===== config.mk =====
export PLATFORM = sky130hd
export DESIGN_NAME = iprc_core
export DESIGN_NICKNAME = d
export VERILOG_FILES = /design/src/inc/iprc_pkg.sv /design/src/design/iprc_resolver.sv /design/src/design/iprc_mask_store.sv /design/src/design/iprc_core.sv
export VERILOG_INCLUDE_DIRS = /design/src /design/src/inc
export SDC_FILE = /design/constraint.sdc
export NUM_CORES = 1
export LEC_CHECK = 0
export BUFFER_PORTS_ARGS = -buffer_cell sky130_fd_sc_hd__buf_4
export CAP_MARGIN = 40
export CORE_MARGIN = 1.5
export CORE_UTILIZATION = 45
export CTS_CLUSTER_DIAMETER = 100
export DETAILED_ROUTE_END_ITERATION = 6
export PLACE_DENSITY = 0.73
export SETUP_SLACK_MARGIN = 0.02
export SLEW_MARGIN = 10
export SYNTH_ARGS = -nofsm -noshare
export SYNTH_HDL_FRONTEND = slang
export SYNTH_SLANG_ARGS = --single-unit

===== constraint.sdc =====
create_clock -name clock_in -period 2.7 [get_ports clock_in]
set_input_delay 0.135 -clock clock_in [delete_from_list [all_inputs] [get_ports clock_in]]
set_output_delay 0.135 -clock clock_in [all_outputs]
set_load 0.02 [all_outputs]

===== src/inc/iprc_defs.svh =====
// iprc_defs.svh: offsets, field positions and reset values of the interrupt priority logic
`ifndef IPRC_DEFS_SVH
`define IPRC_DEFS_SVH
`define IPRC_ADDR_CMD        1'h0
`define IPRC_ADDR_MASK       1'h1
`define IPRC_BIT_INIT        4
`define IPRC_BIT_KIND        3
`define IPRC_BIT_ROTATE      7
`define IPRC_BIT_SELECT      6
`define IPRC_BIT_EOI         5
`define IPRC_BIT_ENABLE_SPECIAL_MASK        6
`define IPRC_BIT_SMM         5
`define IPRC_BIT_POLL        2
`define IPRC_BIT_RDREG       1
`define IPRC_BIT_RDSEL       0
`define IPRC_MASK_RESET      8'h00
`define IPRC_LOWEST_RESET    3'h7
`define IPRC_POLL_ACTIVE     8'h80
`define IPRC_ACKS_TWO_CYCLE  2'h2
`define IPRC_ACKS_THREE_CYCLE 2'h3
`endif


===== src/inc/iprc_pkg.sv =====
// iprc_pkg.sv: types shared by the interrupt priority logic
package iprc_pkg;
    // one host access at the parallel port
    typedef struct packed {
        logic       write;      // write strobe
        logic       read;       // read strobe
        logic       addr;       // address bit
        logic [7:0] data;       // write data
    } iprc_bus_type;
    // resolution result
    typedef struct packed {
        logic       valid;      // a level wins
        logic [2:0] level;      // its number
    } iprc_pick_type;
    // acknowledge sequencer states, one-hot
    typedef enum logic [2:0] {
        IPRC_IDLE = 3'b001,
        IPRC_BUSY = 3'b010,
        IPRC_LAST = 3'b100
    } iprc_ack_type;
endpackage


===== src/design/iprc_resolver.sv =====
// iprc_resolver.sv: rotating priority search over eight levels
`timescale 1ns/1ps
module iprc_resolver (
    input  wire logic [7:0]          vector_in,   // candidate bits
    input  wire logic [2:0]          lowest_in,   // lowest priority level
    output iprc_pkg::iprc_pick_type  pick_out     // highest candidate
);
    // rotate so that the level above lowest sits at bit 0
    wire logic [15:0] doubled = {vector_in, vector_in};
    wire logic [2:0]  start   = lowest_in + 3'h1;
    wire logic [7:0]  rotated = doubled[start +: 8];
    logic [2:0] offset;   // position of first set bit
    // priority encode from the highest priority end
    always_comb begin
        offset = 3'h0;
        for (int i = 7; i >= 0; i--) begin
            if (rotated[i]) begin
                offset = 3'(i);
            end
        end
    end
    assign pick_out.valid = |vector_in;
    assign pick_out.level = start + offset;
endmodule


===== src/design/iprc_mask_store.sv =====
// iprc_mask_store.sv: mask register, cleared by reset and by the init word
`timescale 1ns/1ps
`include "iprc_defs.svh"
module iprc_mask_store (
    input  wire logic       clock_in,    // system clock
    input  wire logic       rst_n_in,    // synchronised reset
    input  wire logic       clear_in,    // init word clears
    input  wire logic       load_in,     // mask word write
    input  wire logic [7:0] data_in,     // new mask bits
    output logic      [7:0] mask_out     // stored mask
);
    // all eight bits load together from one mask word; each bit masks only its own level
    always_ff @(posedge clock_in or negedge rst_n_in) begin
        if (!rst_n_in) begin
            mask_out <= `IPRC_MASK_RESET;
        end else if (clear_in) begin
            mask_out <= `IPRC_MASK_RESET;
        end else if (load_in) begin
            mask_out <= data_in;           // [RULE1]
        end
    end
endmodule


===== src/design/iprc_core.sv =====
// iprc_core.sv: command decode, priority resolution and end of interrupt handling
//
// Operation
// (RULE1) eight mask bits, one per level
// (RULE2) reset order: level 0 highest, 7 lowest
// (RULE3) acknowledge sets highest unmasked pending service bit
// (RULE4) service bit holds until end of interrupt
// (RULE5) service bit blocks same and lower levels
// (RULE6) non-specific command clears highest service bit
// (RULE7) specific command clears the named level
// (RULE8) special mask: non-specific spares masked levels
// (RULE9) automatic end on final acknowledge pulse
// (RULE10) rotate on non-specific end of interrupt
// (RULE11) rotate-on-automatic flag set and cleared
// (RULE12) set priority names the lowest level
// (RULE13) rotate on specific end of interrupt
// (RULE14) special mask ignores service bits for blocking
// (RULE15) enable bit gates special mask changes
// (RULE16) host ends cascaded interrupts twice
// (RULE17) host prefers specific ends in rotated modes
// (RULE18) first init word restarts and clears masks
// (RULE19) read command selects request or service register
// (RULE20) poll makes next read an acknowledge
// (RULE21) address-one read returns the mask
// (RULE22) write decode by address and bits 4:3
// (RULE23) init clears flag, service bits, priority
`timescale 1ns/1ps
`include "iprc_defs.svh"
module iprc_core (
    input  wire logic       clock_in,        // 50 MHz system clock
    input  wire logic       rst_n_in,        // asynchronous reset, active low
    input  wire logic       write_in,        // one-cycle write strobe
    input  wire logic       read_in,         // one-cycle read strobe
    input  wire logic       address_bit_in,  // command/mask select
    input  wire logic [7:0] data_in,         // write data
    input  wire logic [7:0] request_in,      // request register from sensing
    input  wire logic       ack_pulse_in,    // one cycle per acknowledge trailing edge
    input  wire logic       auto_eoi_in,     // automatic end of interrupt mode
    input  wire logic       two_cycle_in,    // 1: two acknowledges, 0: three
    output logic      [7:0] read_data_out,   // registered read data
    output logic            interrupt_out,   // request to the processor
    output logic      [7:0] in_service_out,  // in-service register
    output logic      [7:0] request_clr_out, // request bit taken, one-cycle
    output logic            freeze_out       // acknowledge or poll in progress
);
    // reset synchroniser; only the second stage is used
    logic rst_meta_r;
    logic rst_sync_r;
    always_ff @(posedge clock_in or negedge rst_n_in) begin
        if (!rst_n_in) begin
            rst_meta_r <= 1'b0;
            rst_sync_r <= 1'b0;
        end else begin
            rst_meta_r <= 1'b1;
            rst_sync_r <= rst_meta_r;
        end
    end
    wire logic rst_n = rst_sync_r;

    iprc_pkg::iprc_bus_type bus;   // bundled host access
    assign bus = '{write: write_in, read: read_in, addr: address_bit_in, data: data_in};

    // state registers
    logic [7:0] service_r;       // in-service bits
    logic [2:0] lowest_r;        // level of lowest priority
    logic       special_r;       // special mask mode
    logic       rot_auto_r;      // rotate on automatic end flag
    logic       read_isr_r;      // 1: status reads return service bits
    logic       poll_r;          // next read is a poll acknowledge
    logic [1:0] ack_count_r;     // acknowledges seen in this sequence
    logic [2:0] ack_level_r;     // level frozen at first acknowledge
    logic       ack_hit_r;       // first acknowledge found a request
    iprc_pkg::iprc_ack_type ack_state_r;
    logic [7:0] mask;

    // write decode [RULE22]
    wire logic cmd_wr   = bus.write && (bus.addr == `IPRC_ADDR_CMD);
    wire logic init_wr  = cmd_wr && bus.data[`IPRC_BIT_INIT];                          // [RULE18]
    wire logic prio_wr  = cmd_wr && !bus.data[`IPRC_BIT_INIT] && !bus.data[`IPRC_BIT_KIND];
    wire logic mode_wr  = cmd_wr && !bus.data[`IPRC_BIT_INIT] && bus.data[`IPRC_BIT_KIND];
    wire logic mask_wr  = bus.write && (bus.addr == `IPRC_ADDR_MASK);
    wire logic rot_bit  = bus.data[`IPRC_BIT_ROTATE];
    wire logic sel_bit  = bus.data[`IPRC_BIT_SELECT];
    wire logic eoi_bit  = bus.data[`IPRC_BIT_EOI];
    wire logic [2:0] lvl_field = bus.data[2:0];
    wire logic [7:0] lvl_onehot = 8'h01 << lvl_field;

    iprc_mask_store u_mask (
        .clock_in (clock_in),
        .rst_n_in (rst_n),
        .clear_in (init_wr),
        .load_in  (mask_wr),
        .data_in  (bus.data),
        .mask_out (mask)
    );

    // priority resolution on requests and on service bits
    wire logic [7:0] pending = request_in & ~mask;                                     // [RULE3]
    iprc_pkg::iprc_pick_type req_pick;
    iprc_pkg::iprc_pick_type srv_pick;
    iprc_pkg::iprc_pick_type eoi_pick;
    iprc_resolver u_req (.vector_in(pending),   .lowest_in(lowest_r), .pick_out(req_pick));
    iprc_resolver u_srv (.vector_in(service_r), .lowest_in(lowest_r), .pick_out(srv_pick));
    // in special mask mode masked service bits are not candidates for clearing
    wire logic [7:0] eoi_cand = special_r ? (service_r & ~mask) : service_r;           // [RULE8]
    iprc_resolver u_eoi (.vector_in(eoi_cand),  .lowest_in(lowest_r), .pick_out(eoi_pick));

    // priority rank of a level: 0 is highest
    wire logic [2:0] req_rank = req_pick.level - lowest_r - 3'h1;
    wire logic [2:0] srv_rank = srv_pick.level - lowest_r - 3'h1;
    // blocking of other levels by service bits only outside special mask mode
    wire logic req_ok = req_pick.valid &&
        (special_r || !srv_pick.valid || (req_rank < srv_rank));                       // [RULE5] [RULE14]
    // in special mask mode a pending level whose own bit is in service still waits
    wire logic [7:0] spec_pend = pending & ~service_r;
    iprc_pkg::iprc_pick_type spec_pick;
    iprc_resolver u_spc (.vector_in(spec_pend), .lowest_in(lowest_r), .pick_out(spec_pick));
    wire logic grant_ok      = special_r ? spec_pick.valid : req_ok;
    wire logic [2:0] grant_lv = special_r ? spec_pick.level : req_pick.level;

    // acknowledge sequencing
    wire logic ack_first  = ack_pulse_in && (ack_state_r == iprc_pkg::IPRC_IDLE);
    wire logic [1:0] acks_needed = two_cycle_in ? `IPRC_ACKS_TWO_CYCLE
                                                : `IPRC_ACKS_THREE_CYCLE;
    wire logic ack_final  = ack_pulse_in && (ack_count_r + 2'h1 == acks_needed);
    wire logic poll_rd    = read_in && poll_r;                                         // [RULE20]
    wire logic take       = (ack_first || poll_rd) && grant_ok;                        // [RULE3]
    wire logic auto_end   = ack_final && auto_eoi_in && ack_hit_r;                     // [RULE9]

    // end of interrupt decode [RULE6] [RULE7] [RULE10] [RULE13]
    wire logic ns_eoi   = prio_wr && !sel_bit && eoi_bit;
    wire logic sp_eoi   = prio_wr && sel_bit && eoi_bit;
    wire logic set_prio = prio_wr && rot_bit && sel_bit;                               // [RULE12]
    wire logic [7:0] ns_clear = eoi_pick.valid ? (8'h01 << eoi_pick.level) : 8'h00;
    wire logic [7:0] auto_clear = 8'h01 << ack_level_r;
    wire logic [7:0] clear_bits = (ns_eoi ? ns_clear : 8'h00) |
                                  (sp_eoi ? lvl_onehot : 8'h00) |
                                  (auto_end ? auto_clear : 8'h00);
    wire logic [7:0] set_bits = take ? (8'h01 << grant_lv) : 8'h00;

    // next value of the service bits; a new grant wins over a clear
    wire logic [7:0] service_nxt = init_wr ? 8'h00 : ((service_r & ~clear_bits) | set_bits);

    // service register update [RULE4] [RULE23]
    always_ff @(posedge clock_in or negedge rst_n) begin
        if (!rst_n) begin
            service_r <= 8'h00;
        end else begin
            service_r <= service_nxt;
        end
    end

    // priority rotation; set priority wins, then explicit rotations, then automatic
    always_ff @(posedge clock_in or negedge rst_n) begin
        if (!rst_n) begin
            lowest_r <= `IPRC_LOWEST_RESET;                                            // [RULE2]
        end else if (init_wr) begin
            lowest_r <= `IPRC_LOWEST_RESET;                                            // [RULE23]
        end else if (set_prio) begin
            lowest_r <= lvl_field;                                                     // [RULE12] [RULE13]
        end else if (ns_eoi && rot_bit && eoi_pick.valid) begin
            lowest_r <= eoi_pick.level;                                                // [RULE10]
        end else if (auto_end && rot_auto_r) begin
            lowest_r <= ack_level_r;                                                   // [RULE11]
        end
    end

    // mode flags
    always_ff @(posedge clock_in or negedge rst_n) begin
        if (!rst_n) begin
            special_r  <= 1'b0;
            rot_auto_r <= 1'b0;
            read_isr_r <= 1'b0;
        end else if (init_wr) begin
            special_r  <= 1'b0;                                                        // [RULE18]
            rot_auto_r <= 1'b0;                                                        // [RULE23]
            read_isr_r <= 1'b0;
        end else begin
            if (mode_wr && bus.data[`IPRC_BIT_ENABLE_SPECIAL_MASK]) begin
                special_r <= bus.data[`IPRC_BIT_SMM];                                  // [RULE15]
            end
            if (prio_wr && !sel_bit && !eoi_bit) begin
                rot_auto_r <= rot_bit;                                                 // [RULE11]
            end
            if (mode_wr && bus.data[`IPRC_BIT_RDREG]) begin
                read_isr_r <= bus.data[`IPRC_BIT_RDSEL];                               // [RULE19]
            end
        end
    end

    // poll request held until the next read
    always_ff @(posedge clock_in or negedge rst_n) begin
        if (!rst_n) begin
            poll_r <= 1'b0;
        end else if (init_wr || read_in) begin
            poll_r <= 1'b0;
        end else if (mode_wr) begin
            poll_r <= bus.data[`IPRC_BIT_POLL];                                        // [RULE20]
        end
    end

    // acknowledge sequence: count pulses, freeze level at the first
    logic [1:0]             ack_count_nxt;
    iprc_pkg::iprc_ack_type ack_state_nxt;
    always_comb begin
        ack_count_nxt = ack_count_r;
        ack_state_nxt = ack_state_r;
        case (ack_state_r)
            iprc_pkg::IPRC_IDLE: begin
                if (ack_pulse_in) begin
                    ack_count_nxt = 2'h1;
                    ack_state_nxt = iprc_pkg::IPRC_BUSY;
                end
            end
            iprc_pkg::IPRC_BUSY: begin
                if (ack_final) begin
                    ack_state_nxt = iprc_pkg::IPRC_LAST;
                end else if (ack_pulse_in) begin
                    ack_count_nxt = ack_count_r + 2'h1;
                end
            end
            iprc_pkg::IPRC_LAST: begin
                ack_count_nxt = 2'h0;
                ack_state_nxt = iprc_pkg::IPRC_IDLE;
            end
            default: begin
                ack_count_nxt = 2'h0;
                ack_state_nxt = iprc_pkg::IPRC_IDLE;
            end
        endcase
    end
    always_ff @(posedge clock_in or negedge rst_n) begin
        if (!rst_n) begin
            ack_count_r <= 2'h0;
            ack_state_r <= iprc_pkg::IPRC_IDLE;
        end else begin
            ack_count_r <= ack_count_nxt;
            ack_state_r <= ack_state_nxt;
        end
    end

    // level taken at the first acknowledge, used by the automatic end
    always_ff @(posedge clock_in or negedge rst_n) begin
        if (!rst_n) begin
            ack_level_r <= 3'h0;
            ack_hit_r   <= 1'b0;
        end else if (ack_first) begin
            ack_level_r <= grant_lv;
            ack_hit_r   <= grant_ok;
        end
    end

    // read data: poll word beats status; address one returns the mask
    wire logic [7:0] poll_word = grant_ok ? (`IPRC_POLL_ACTIVE | {5'h00, grant_lv}) : 8'h00;
    wire logic [7:0] status    = read_isr_r ? service_r : request_in;
    wire logic [7:0] rd_sel    = poll_r ? poll_word :
                                 (bus.addr == `IPRC_ADDR_MASK) ? mask : status;        // [RULE19] [RULE21]

    // registered outputs
    always_ff @(posedge clock_in or negedge rst_n) begin
        if (!rst_n) begin
            read_data_out   <= 8'h00;
            interrupt_out   <= 1'b0;
            in_service_out  <= 8'h00;
            request_clr_out <= 8'h00;
            freeze_out      <= 1'b0;
        end else begin
            if (read_in) begin
                read_data_out <= rd_sel;
            end
            interrupt_out   <= grant_ok && !init_wr;                                   // [RULE5]
            in_service_out  <= service_nxt;
            request_clr_out <= set_bits;
            freeze_out      <= (ack_state_nxt != iprc_pkg::IPRC_IDLE) || poll_r;
        end
    end

    // service bit must appear one cycle after a granted acknowledge
    a_ack_sets_bit: assert property (@(posedge clock_in) disable iff (!rst_n)
        take |=> service_r[$past(grant_lv)]) else $error("grant did not set bit"); // [RULE3]
    // init word empties service register and restores order
    a_init_clears: assert property (@(posedge clock_in) disable iff (!rst_n)
        init_wr |=> (service_r == 8'h00) && (lowest_r == 3'h7) && !special_r && !rot_auto_r)
        else $error("init did not clear state"); // [RULE23]
    // specific end clears the named level when no grant collides
    a_specific_eoi: assert property (@(posedge clock_in) disable iff (!rst_n)
        (sp_eoi && !take) |=> !service_r[$past(lvl_field)])
        else $error("specific end left bit set"); // [RULE7]
    // masked level is never granted
    a_mask_blocks: assert property (@(posedge clock_in) disable iff (!rst_n)
        take |-> !mask[grant_lv]) else $error("masked level granted"); // [RULE1]
    // set priority moves the lowest level
    a_set_priority: assert property (@(posedge clock_in) disable iff (!rst_n)
        (set_prio && !init_wr) |=> lowest_r == $past(lvl_field))
        else $error("priority not set"); // [RULE12]
    // special mask follows enable bit
    a_special_mode: assert property (@(posedge clock_in) disable iff (!rst_n)
        (mode_wr && !init_wr && bus.data[`IPRC_BIT_ENABLE_SPECIAL_MASK]) |=> special_r == $past(data_in[5]))
        else $error("special mask not taken"); // [RULE15]
    // outside special mask a grant outranks every service bit
    a_nested_block: assert property (@(posedge clock_in) disable iff (!rst_n)
        (take && !special_r && srv_pick.valid) |-> req_rank < srv_rank)
        else $error("nested blocking broken"); // [RULE5]
    // automatic end clears the acknowledged level
    a_auto_eoi: assert property (@(posedge clock_in) disable iff (!rst_n)
        (auto_end && !take && !init_wr) |=> !service_r[$past(ack_level_r)])
        else $error("automatic end failed"); // [RULE9]
endmodule


== After elaboration in Yosys (flattened, before gate mapping) ==
Cells that the tools add are included.

* Add/sub/neg operators: 10
* Order comparisons: 1
* Equal/unequal tests: 7
* Shift operators: 8
* Multiplexer cells: 67
* Bitwise logic cells: 11
* Reductions and logical operators: 48

{| class="wikitable"
|+ Operators with widths
! operator !! count
|-
| two-way mux 3 bit || 39
|-
| two-way mux 8 bit || 13
|-
| indexed part select 16 x 4 -> 8 bit || 4
|-
| AND 8 bit || 4
|-
| OR reduction 8 bit || 4
|-
| << shifter 1 x 3 -> 8 bit (first input constant) || 4
|-
| logical AND 1 bit || 26
|-
| NOT 8 bit || 3
|-
| bitwise OR 8 bit || 3
|-
| adder 3 bit || 4
|-
| two-way mux 1 bit || 10
|-
| nonzero test 2 bit || 5
|-
| logical NOT 1 bit || 6
|-
| two-way mux 2 bit || 3
|-
| != test 2 bit (second input constant) || 3
|-
| one-hot mux 3 bit (2 select lines) || 1
|-
| subtractor 3 x 1 -> 3 bit (second input constant) || 2
|-
| subtractor 3 bit || 2
|-
| logical OR 1 bit || 5
|-
| one-hot mux 2 bit (2 select lines) || 1
|-
| nonzero test 4 bit || 1
|-
| adder 3 x 1 -> 3 bit (second input constant) || 1
|-
| equality test 3 x 1 -> 1 bit (second input constant) || 1
|-
| equality test 3 x 2 -> 1 bit (second input constant) || 1
|-
| 6 further kinds || 6
|}

* Register bits after elaboration: 52
* Bits of input ports: 24
* Output and inout bits: 26
* Logic and storage cells: 169

== Depth between registers and ports, before layout ==
Gate-level depths: netlist of run 1.

* Depth after elaboration: 22
* Gate-level depth with buffers: 24
* Mapped depth without buffers: 22

== Modules after synthesis ==
Synthesis of run 1 repeated with hierarchy kept, for this count alone.

* Cell total of the unflattened synthesis: 515
* Area, all modules: 4899.7 um2

{| class="wikitable"
|+ By module, submodules not included
! module !! times used !! cells an instance !! area an instance (um2) !! sequential area each (um2)
|-
| iprc_core || 1 || 309 || 2732.6 || 1106.1
|-
| iprc_resolver || 4 || 45 || 460.4 || 0.0
|-
| iprc_mask_store || 1 || 26 || 325.3 || 200.2
|}

== Worst setup path before layout of run 1 ==
No wires, ideal clock.

* Kind: flip-flop to flip-flop
* Start: register lowest_r[1]
* End: register in_service_out[0]
* Library setup time: 82 ps
* Arrival time: 4983 ps
* Data required time: 2618 ps
* Slack: -2366 ps
* Cell stages (with the launch flop): 23
* Period minus slack after synthesis: 5066 ps
* Path through: dfstp_2 > ha_1 > xnor2_2 > mux4_1 > nor2b_1 > nor2_1 > o21ai_0 > a21oi_1 > nor2_1 > ha_1 > inv_1 > fa_1 > inv_1 > fa_1 > xnor2_1 > xnor2_1 > ha_1 > a21oi_1 > o21ai_0 > o21ai_1 > and3b_1 > nand3_1 > o22ai_1

* Cells in the longest elaborated chain, start to end: 21

{| class="wikitable"
|+ RTL lines
! item !! line !! source
|-
| from (decl) || iprc_core.sv:65 || <nowiki>logic [2:0] lowest_r;</nowiki>
|-
| from (signal assigned) || iprc_core.sv:156 || <nowiki>lowest_r <= `IPRC_LOWEST_RESET;</nowiki>
|-
| from (signal assigned) || iprc_core.sv:158 || <nowiki>lowest_r <= `IPRC_LOWEST_RESET;</nowiki>
|-
| from (signal assigned) || iprc_core.sv:160 || <nowiki>lowest_r <= lvl_field;</nowiki>
|-
| adder 3 x 1 -> 3 bit || iprc_resolver.sv:10 || <nowiki>wire logic [2:0] start = lowest_in + 3'h1;</nowiki>
|-
| indexed part select 16 x 4 -> 8 bit || iprc_resolver.sv:11 || <nowiki>wire logic [7:0] rotated = doubled[start +: 8];</nowiki>
|-
| two-way mux 3 bit (8 in series) || iprc_resolver.sv:17 || <nowiki>if (rotated[i]) begin</nowiki>
|-
| adder 3 bit || iprc_resolver.sv:23 || <nowiki>assign pick_out.level = start + offset;</nowiki>
|-
| subtractor 3 bit (on tied branches) || iprc_core.sv:109, iprc_core.sv:110 ||
|-
| subtractor 3 x 1 -> 3 bit (on tied branches) || iprc_core.sv:109, iprc_core.sv:110 ||
|-
| < comparator 3 bit || iprc_core.sv:113 || <nowiki>(special_r || !srv_pick.valid || (req_rank < srv_rank));</nowiki>
|-
| logical OR 1 bit || iprc_core.sv:113 ||
|-
| logical AND 1 bit || iprc_core.sv:112 || <nowiki>wire logic req_ok = req_pick.valid &&</nowiki>
|-
| two-way mux 1 bit || iprc_core.sv:118 || <nowiki>wire logic grant_ok = special_r ? spec_pick.valid : req_ok;</nowiki>
|-
| logical AND 1 bit || iprc_core.sv:127 || <nowiki>wire logic take = (ack_first || poll_rd) && grant_ok;</nowiki>
|-
| two-way mux 8 bit || iprc_core.sv:139 || <nowiki>wire logic [7:0] set_bits = take ? (8'h01 << grant_lv) : 8'h00;</nowiki>
|-
| bitwise OR 8 bit (*) || iprc_core.sv:142 || <nowiki>wire logic [7:0] service_nxt = init_wr ? 8'h00 : ((service_r & ~clear_bits) | set_bits);</nowiki>
|-
| two-way mux 8 bit (*) || iprc_core.sv:142 ||
|-
| via service_nxt[0] || iprc_core.sv:142 ||
|-
| to (signal assigned) || iprc_core.sv:272 || <nowiki>in_service_out <= service_nxt;</nowiki>
|-
| to (decl) || iprc_core.sv:42 || <nowiki>output logic [7:0] in_service_out,</nowiki>
|}

Mark *: on every way through the listed nets, which the timed path passes. The rest lies on a longest branch.
A chain may end at the register's enable or synchronous reset.

== Worst setup path after layout of run 1 ==
* Start: register lowest_r[0]
* End: register in_service_out[2]

Same word-level chain as after synthesis.

==> results.md, run 1 <==
* Status: complete, but fails checks
* Failing checks: negative setup slack
* Final total power at 8.86 mW
* Initial Utilization at a little under half
* Final setup viols at 28
* Cell depth of the worst hold path at 2
* Post-synthesis sequential area ratio at about a quarter
* Fmax at between 200 and 250 MHz
* Count leader, synth: nor2_1
* DR iter-0 viols at between 400 and 500
* Static leakage at roughly 3.1 nW
* Chip Height at roughly 110 um
* Ys flop type: dfrtp_1
* Fill cell count at around 910
* Core box area at ~0.011 sq mm
* CTS Root Cell: clkbuf_16
* FP Rows at 38
* Clock Latency Late Sink at slightly below 0.3 ns
* Setup Slack @ Placement at -2.21 ns
* Worst Hold Class: in2reg
* DIE AREA at between 0.01 and 0.015 sq mm
* Main area contributors after synthesis: dfrtp_1 (24%), mux4_2 (6.6%), mux2i_1 (6.3%), mux2_2 (5.1%), mux4_1 (3.6%)
* Yosys reg bits at 52
* Synthesized cell area at a little over 0.005 sq mm
* RSZ-0062 raised after global routing: yes
* Fin Clk Skew at 0.0104 ns
* Drt pass-1 iters at 5
* IO buf count at 49
* Via density at 6.07
* DR WL/cell at between 15 and 20 um
* Max VDD drop at ~0.00083 V
* Crit-path max FO at 13
* Syn avg cell area at 9.00 sq um
* GRT Total Usage at 28.7%
* Clock transition at the registers of the reported paths at roughly 0.070 ns
* Pin count of the biggest net entering global routing at 27
* Startpoint types: flop
* Die width at around 110 um
* # clock sinks at 52
* Post-Syn Nets at around 600
* R2r startpoint: lowest_r[0]
* WS Path Type: reg2reg
* DRT Wirelength at roughly 16000 um
* Placed cell area at between 0.006 and 0.007 sq mm
* Ys async rst share at between 90% and 100%
* Critical path endpoint category: flop
* Fin Setup TNS at -54.74 ns
* Routability Congestion at 0.999
* Total of max-cap violations at 0
* Syn Inst Count at 565
* Post-route minimum period at between 4 and 5 ns
* Post-synth top area share at 23.6%
* Synth cell types at 79
* Setup slack after layout at -2.24 ns
* Clock buffer count from CTS at 5
* Vias at ~5200
* Initial antenna violation count at 0
* Clock Tree Buf Depth at 2
* Worst endpoint required time at just under 3 ns
* N_diodes at 0
* Worst EP arrival at about 5 ns
* DRC at 0
* EDFF count, synth at 0
* Detail Route Antenna Nets at 0
* Hold wc startpoint: two_cycle_in
* Fin. Hold Viols at 0
* Vias in the first global route at roughly 5400
* Final design utilization at 63.8%
* Synth area leader: dfrtp_1
* H-tree levels at 2
* Final instance area at around 0.007 sq mm
* First-pass GRT wire length at about 27000 um
* CP startpoint: lowest_r[0]
* Period utilisation layout at 183%
* Top Ports at 50
* Slew Limit Fails at 0
* Synth warnings at 0
* Area grow syn2layout at 37.1%
* Pwr Density at approximately 1300 mW/mm^2
* Worst slew margin at 43.6%
* Post-detail-place hpwl at approximately 12000 um
* Gr ovfl total at 0
* CTS tree: done
* Final net count at between 700 and 800
* Fraction of layout instances using a drive strength above 1 at 41.2%
* Worst Tran Pin Value at between 0.8 and 0.9 ns
* R2r worst-path depth at 21
* Commonest cells post-synth: nor2_1 (49), dfrtp_1 (48), nand2_1 (46)
[path summary, 6_finish.rpt]
check / endpoint / slack (ns)
setup / recovery: in_service_out[2] / -2.24
hold / removal: ack_count_r[1] / 0.03
setup reg to reg: in_service_out[2] / -2.24
hold reg to reg: in_service_out[0] / 0.27
max in group asynchronous: lowest_r[2] / 2.19
min in group asynchronous: rst_meta_r / 0.16
[layout by cell type (no fill, tap or decap), drive strengths merged, types with 20 or more instances in the layout]
cell type and instances:
nand2 46, nor2b 20, buf 183, dfrtp 48, mux2 26, nor2 49
o21ai 26, mux4 22, inv 21, mux2i 33, a21oi 35
[what timing repair did]
item,CTS,global route
buffers inserted,12,4
endpoints found under the setup margin,28,28
resized for setup,31,20
pin swaps,20,14
gates cloned,1,0
hold buffers,1,0
hold endpoints to repair,2,0
[power by group]
| part | total [mW] | internal, mW | switching [mW] |
|---|---|---|---|
| clock network | 0.643 | 0.346 | 0.298 |
| logic | 7.08 | 3.51 | 3.57 |
| registers | 1.14 | 0.972 | 0.167 |
| total | 8.86 | 4.83 | 4.03 |
[metrics by stage]
stage               hold slack [ns]  std cells
floorplan                    -0.161        565
global placement            -0.0822        836
detailed placement          -0.0792        838
CTS                          0.0333        859
global route                 0.0384        861
finish                       0.0282        861
[cells by family (layout without fill, tap and decap cells)]
| family | after synthesis | after routing | share of synthesized area [%] |
|---|---|---|---|
| flip-flops | 52 | 52 | 25.7 |
| adder cells (fa/ha/maj) | 14 | 14 | 4.03 |
| AO/OA/AOI/OAI | 134 | 134 | 18.0 |
| multiplexers | 80 | 81 | 22.6 |
| other | 1 | 1 | 0.0737 |
| XOR/XNOR | 14 | 14 | 3.35 |
| buffers and inverters | 58 | 213 | 4.75 |
| AND/OR/NAND/NOR | 212 | 212 | 21.6 |
[area by class of cell]
| cell class | count | area, sq um | area share [%] |
|---|---|---|---|
| sequential | 52 | 1310 | 18.8 |
| multi-input combinational | 456 | 3770 | 54.1 |
| inverter | 21 | 87.6 | 1.26 |
| clock buffer | 5 | 125 | 1.79 |
| tap | 140 | 175 | 2.51 |
| clock inverter | 3 | 21.3 | 0.305 |
| timing repair buffer | 184 | 1490 | 21.3 |
[registers in the layout (all words and copies together), names as in the netlist]
register and flops:
in_service_out 8, read_data_out 8, request_clr_out 8, u_mask.mask_out 8, ack_level_r 3, ack_state_r 3, lowest_r 3, ack_count_r 2
ack_hit_r 1, freeze_out 1, interrupt_out 1, poll_r 1, read_isr_r 1, rot_auto_r 1, rst_meta_r 1, rst_n 1
special_r 1
[metal layers]
layer | global-route usage (%) | wire length [um] | vias up
li1 | - | - | 2425
met1 | 36.3 | 6900 | 2558
met2 | 50.5 | 8020 | 196
met3 | 4.62 | 900 | 49
met4 | 8.26 | 375 | 0
met5 | 0 | 0 | -
[critical path: stages, from the launching register on]
cell        delay (ns)
dfstp_2           0.57
clkinvlp_4        0.19
buf_4             0.19
buf_4             0.20
mux2i_1           0.13
mux4_2            0.49
o21ai_1           0.09
a21oi_1           0.09
nor2_1            0.15
ha_2              0.20
inv_2             0.04
fa_1              0.50
inv_2             0.05
fa_2              0.54
ha_4              0.20
a31o_4            0.22
a21oi_2           0.13
o21ai_1           0.09
o21ai_2           0.26
and3b_2           0.26
nand3_1           0.09
o22ai_1           0.18
(Power assumes the default switching activity.)
==> inputs of run 2 (changes only) <==
==> constraint.sdc (replaced) <==
create_clock -name clock_in -period 5.85 [get_ports clock_in]
set_input_delay 0.2925 -clock clock_in [delete_from_list [all_inputs] [get_ports clock_in]]
set_output_delay 0.2925 -clock clock_in [all_outputs]
set_load 0.02 [all_outputs]
==> results.md, run 2 (synthesis gave the netlist of run 1 again) <==
* Status: complete, no violations
* Commonest non-fill, non-tap cell in the layout: buf_4
* Pwr Density at 559 mW/mm^2 (-56%)
* N_diodes at 0 (unchanged)
* H-tree levels at 2 (unchanged)
* Worst EP arrival at 5.69 ns (+0.54 ns)
* Clock buffer count from CTS at 5 (unchanged)
* Core box area at 0.0109 sq mm (unchanged)
* Final instance area at 0.00577 sq mm (-17%)
* Comb pwr share at 72.3% (-7.6 points)
* Max VDD drop at 0.000246 V (-70%)
* Fraction of layout instances using a drive strength above 1 at 22.6% (-19 points)
* Vias in the first global route at 4718 (-12%)
* Final design utilization at 52.7% (-11 points)
* DRC at 0 (unchanged)
* Net Sw Frac at 48.9% (+3.4 points)
* Total of max-cap violations at 0 (unchanged)
* Routability Congestion at 0.911 (-8.9%)
* Sequential share of power at 18.6% (+5.7 points)
* Area grow syn2layout at 13.4%
* Post-route minimum period at 5.47 ns (+0.528 ns)
* Final setup viols at 0 (-100%)
* Drt pass-1 iters at 5 (unchanged)
* Clock Latency Late Sink at 0.30 ns (about the same)
* Pin count of the biggest net entering global routing at 35 (+30%)
* GRT Total Usage at 26.0% (-2.6 points)
* Fin Setup TNS at 0 ns (+54.74 ns)
* Gr ovfl total at 0 (unchanged)
* RSZ-0062 raised after global routing: no
* Period utilisation layout at 93.5% (-90 points)
* WS Path Type: reg2reg
* CTS tree: done
* DR iter-0 viols at 425 (-13%)
* Fin. Hold Viols at 0 (unchanged)
* Worst Hold Class: reg2async
* Placed cells at 726 (-13%)
* DRT Wirelength at 14900 um (-8.0%)
* Startpoint types: flop
* Clock Tree Buf Depth at 2 (unchanged)
* # clock sinks at 52 (unchanged)
* Placed cell area at 0.00555 sq mm (-15%)
* Clock transition at the registers of the reported paths at 0.07 ns (about the same)
* Static leakage at 2.42 nW (-21%)
* Worst slew margin at 39.9% (-3.7 points)
* Slew Limit Fails at 0 (unchanged)
* Worst endpoint required time at 6.06 ns (+3.15 ns)
* Pint at 1.65 mW (-66%)
* CTS Root Cell: clkbuf_16
* Grt met1 use at 34.3% (-2.0 points)
* GR Util met3 at 4.98% (+0.36 points)
* Final net count at 638 (-16%)
* DR WL/cell at 20.1 um (+6.9%)
* Die width at 109 um (unchanged)
* Initial Utilization at 46.5% (unchanged)
* Met2 Track Usage GR at 43.2% (-7.3 points)
* Grt peak-use layer: met2
* Most frequent cells in the layout: buf_4 (62), nor2_1 (49), dfrtp_1 (47)
* FP Rows at 38 (unchanged)
* IO buf count at 49 (unchanged)
* First-pass GRT wire length at 24200 um (-10%)
* Vias at 4801 (-8.2%)
* Clock power share at 9.1% (+1.8 points)
* Crit-path max FO at 16 (+3)
* Fin Clk Skew at 0.00784 ns (-0.00251 ns)
* Initial antenna violation count at 0 (unchanged)
* Top Ports at 50 (unchanged)
* Post-detail-place hpwl at 10900 um (-12%)
* Via density at 6.48 (+6.7%)
* Detail Route Antenna Nets at 0 (unchanged)
* NetSw at 1.57 mW (-61%)
* Fin cells at 741 (-14%)
* DIE AREA at 0.0119 sq mm (unchanged)
* Worst Tran Pin Value at 0.902 ns (+0.0672 ns)
* Chip Height at 109 um (unchanged)
* Fmax at 183 MHz (-9.7%)
* Critical path endpoint category: flop
[run 2: final timing paths]
check                             start  depth (start not counted)           endpoint  slack (ns)
min                               rst_n                          0     ack_count_r[1]        0.20
min in group clock_in      two_cycle_in                          2     ack_count_r[1]        0.21
min reg2reg                       rst_n                          0     ack_count_r[1]        0.20
max reg2reg                 lowest_r[0]                         23  in_service_out[4]        0.38
max                         lowest_r[0]                         23  in_service_out[4]        0.38
max in group asynchronous         rst_n                          1        lowest_r[2]        5.06
[run 2: layout make-up]
class	instances	area, sq um
multi-input combinational	455	3550
fill	1014	5170
timing repair buffer	65	507
sequential	52	1310
clock inverter	2	13.8
inverter	21	82.6
tap	140	175
clock buffer	6	129
[run 2: worst max-delay path, stage by stage, from the launching register on]
cell	delay [ns]
dfstp_2	0.54
buf_6	0.22
clkinvlp_4	0.21
buf_4	0.17
mux2_2	0.28
mux4_1	0.51
nor2b_1	0.15
nor2_1	0.08
o21ai_0	0.09
a21oi_1	0.20
nor2_1	0.06
ha_1	0.20
inv_1	0.07
fa_1	0.42
inv_1	0.12
fa_1	0.43
ha_1	0.30
a31o_2	0.20
a21oi_1	0.14
o21ai_0	0.11
o21ai_2	0.28
and3b_2	0.28
nand3_1	0.11
o22ai_1	0.22
[run 2: stage by stage]
step / hold slack (ns) / setup WS [ns] / power, mW
2_1_floorplan: -0.00309 / 0.784 / 2.17
3_3_place_gp: 0.0751 / 0.336 / 2.69
3_5_place_dp: 0.0766 / 0.188 / 2.75
4_1_cts: 0.208 / 0.170 / 3.06
5_1_grt: 0.219 / 0.0321 / 3.44
6_report: 0.201 / 0.379 / 3.22
[run 2: power groups by stage]
stage / clock [mW] / sequential [mW] / combinational [mW]
finish: 0.293 / 0.599 / 2.33
CTS: 0.294 / 0.592 / 2.17
floorplan: 0 / 0.563 / 1.61
global placement: 0 / 0.597 / 2.09
detailed placement: 0 / 0.599 / 2.15
global route: 0.311 / 0.609 / 2.52
[run 2: routing by layer]
layer  up-vias  wire length [um]
met2       240              7200
li1       2195                 -
met3        36              1170
met1      2330              6210
met5         -                 0
met4         0               325
[run 2: what timing repair did]
| action | 4_1_cts | 5_1_grt |
|---|---|---|
| endpoints found under the hold margin | 2 | 0 |
| hold buffers | 1 | 0 |
| setup buffers | 0 | 6 |
| setup endpoints to repair | 0 | 20 |
| gates resized for setup | 0 | 6 |
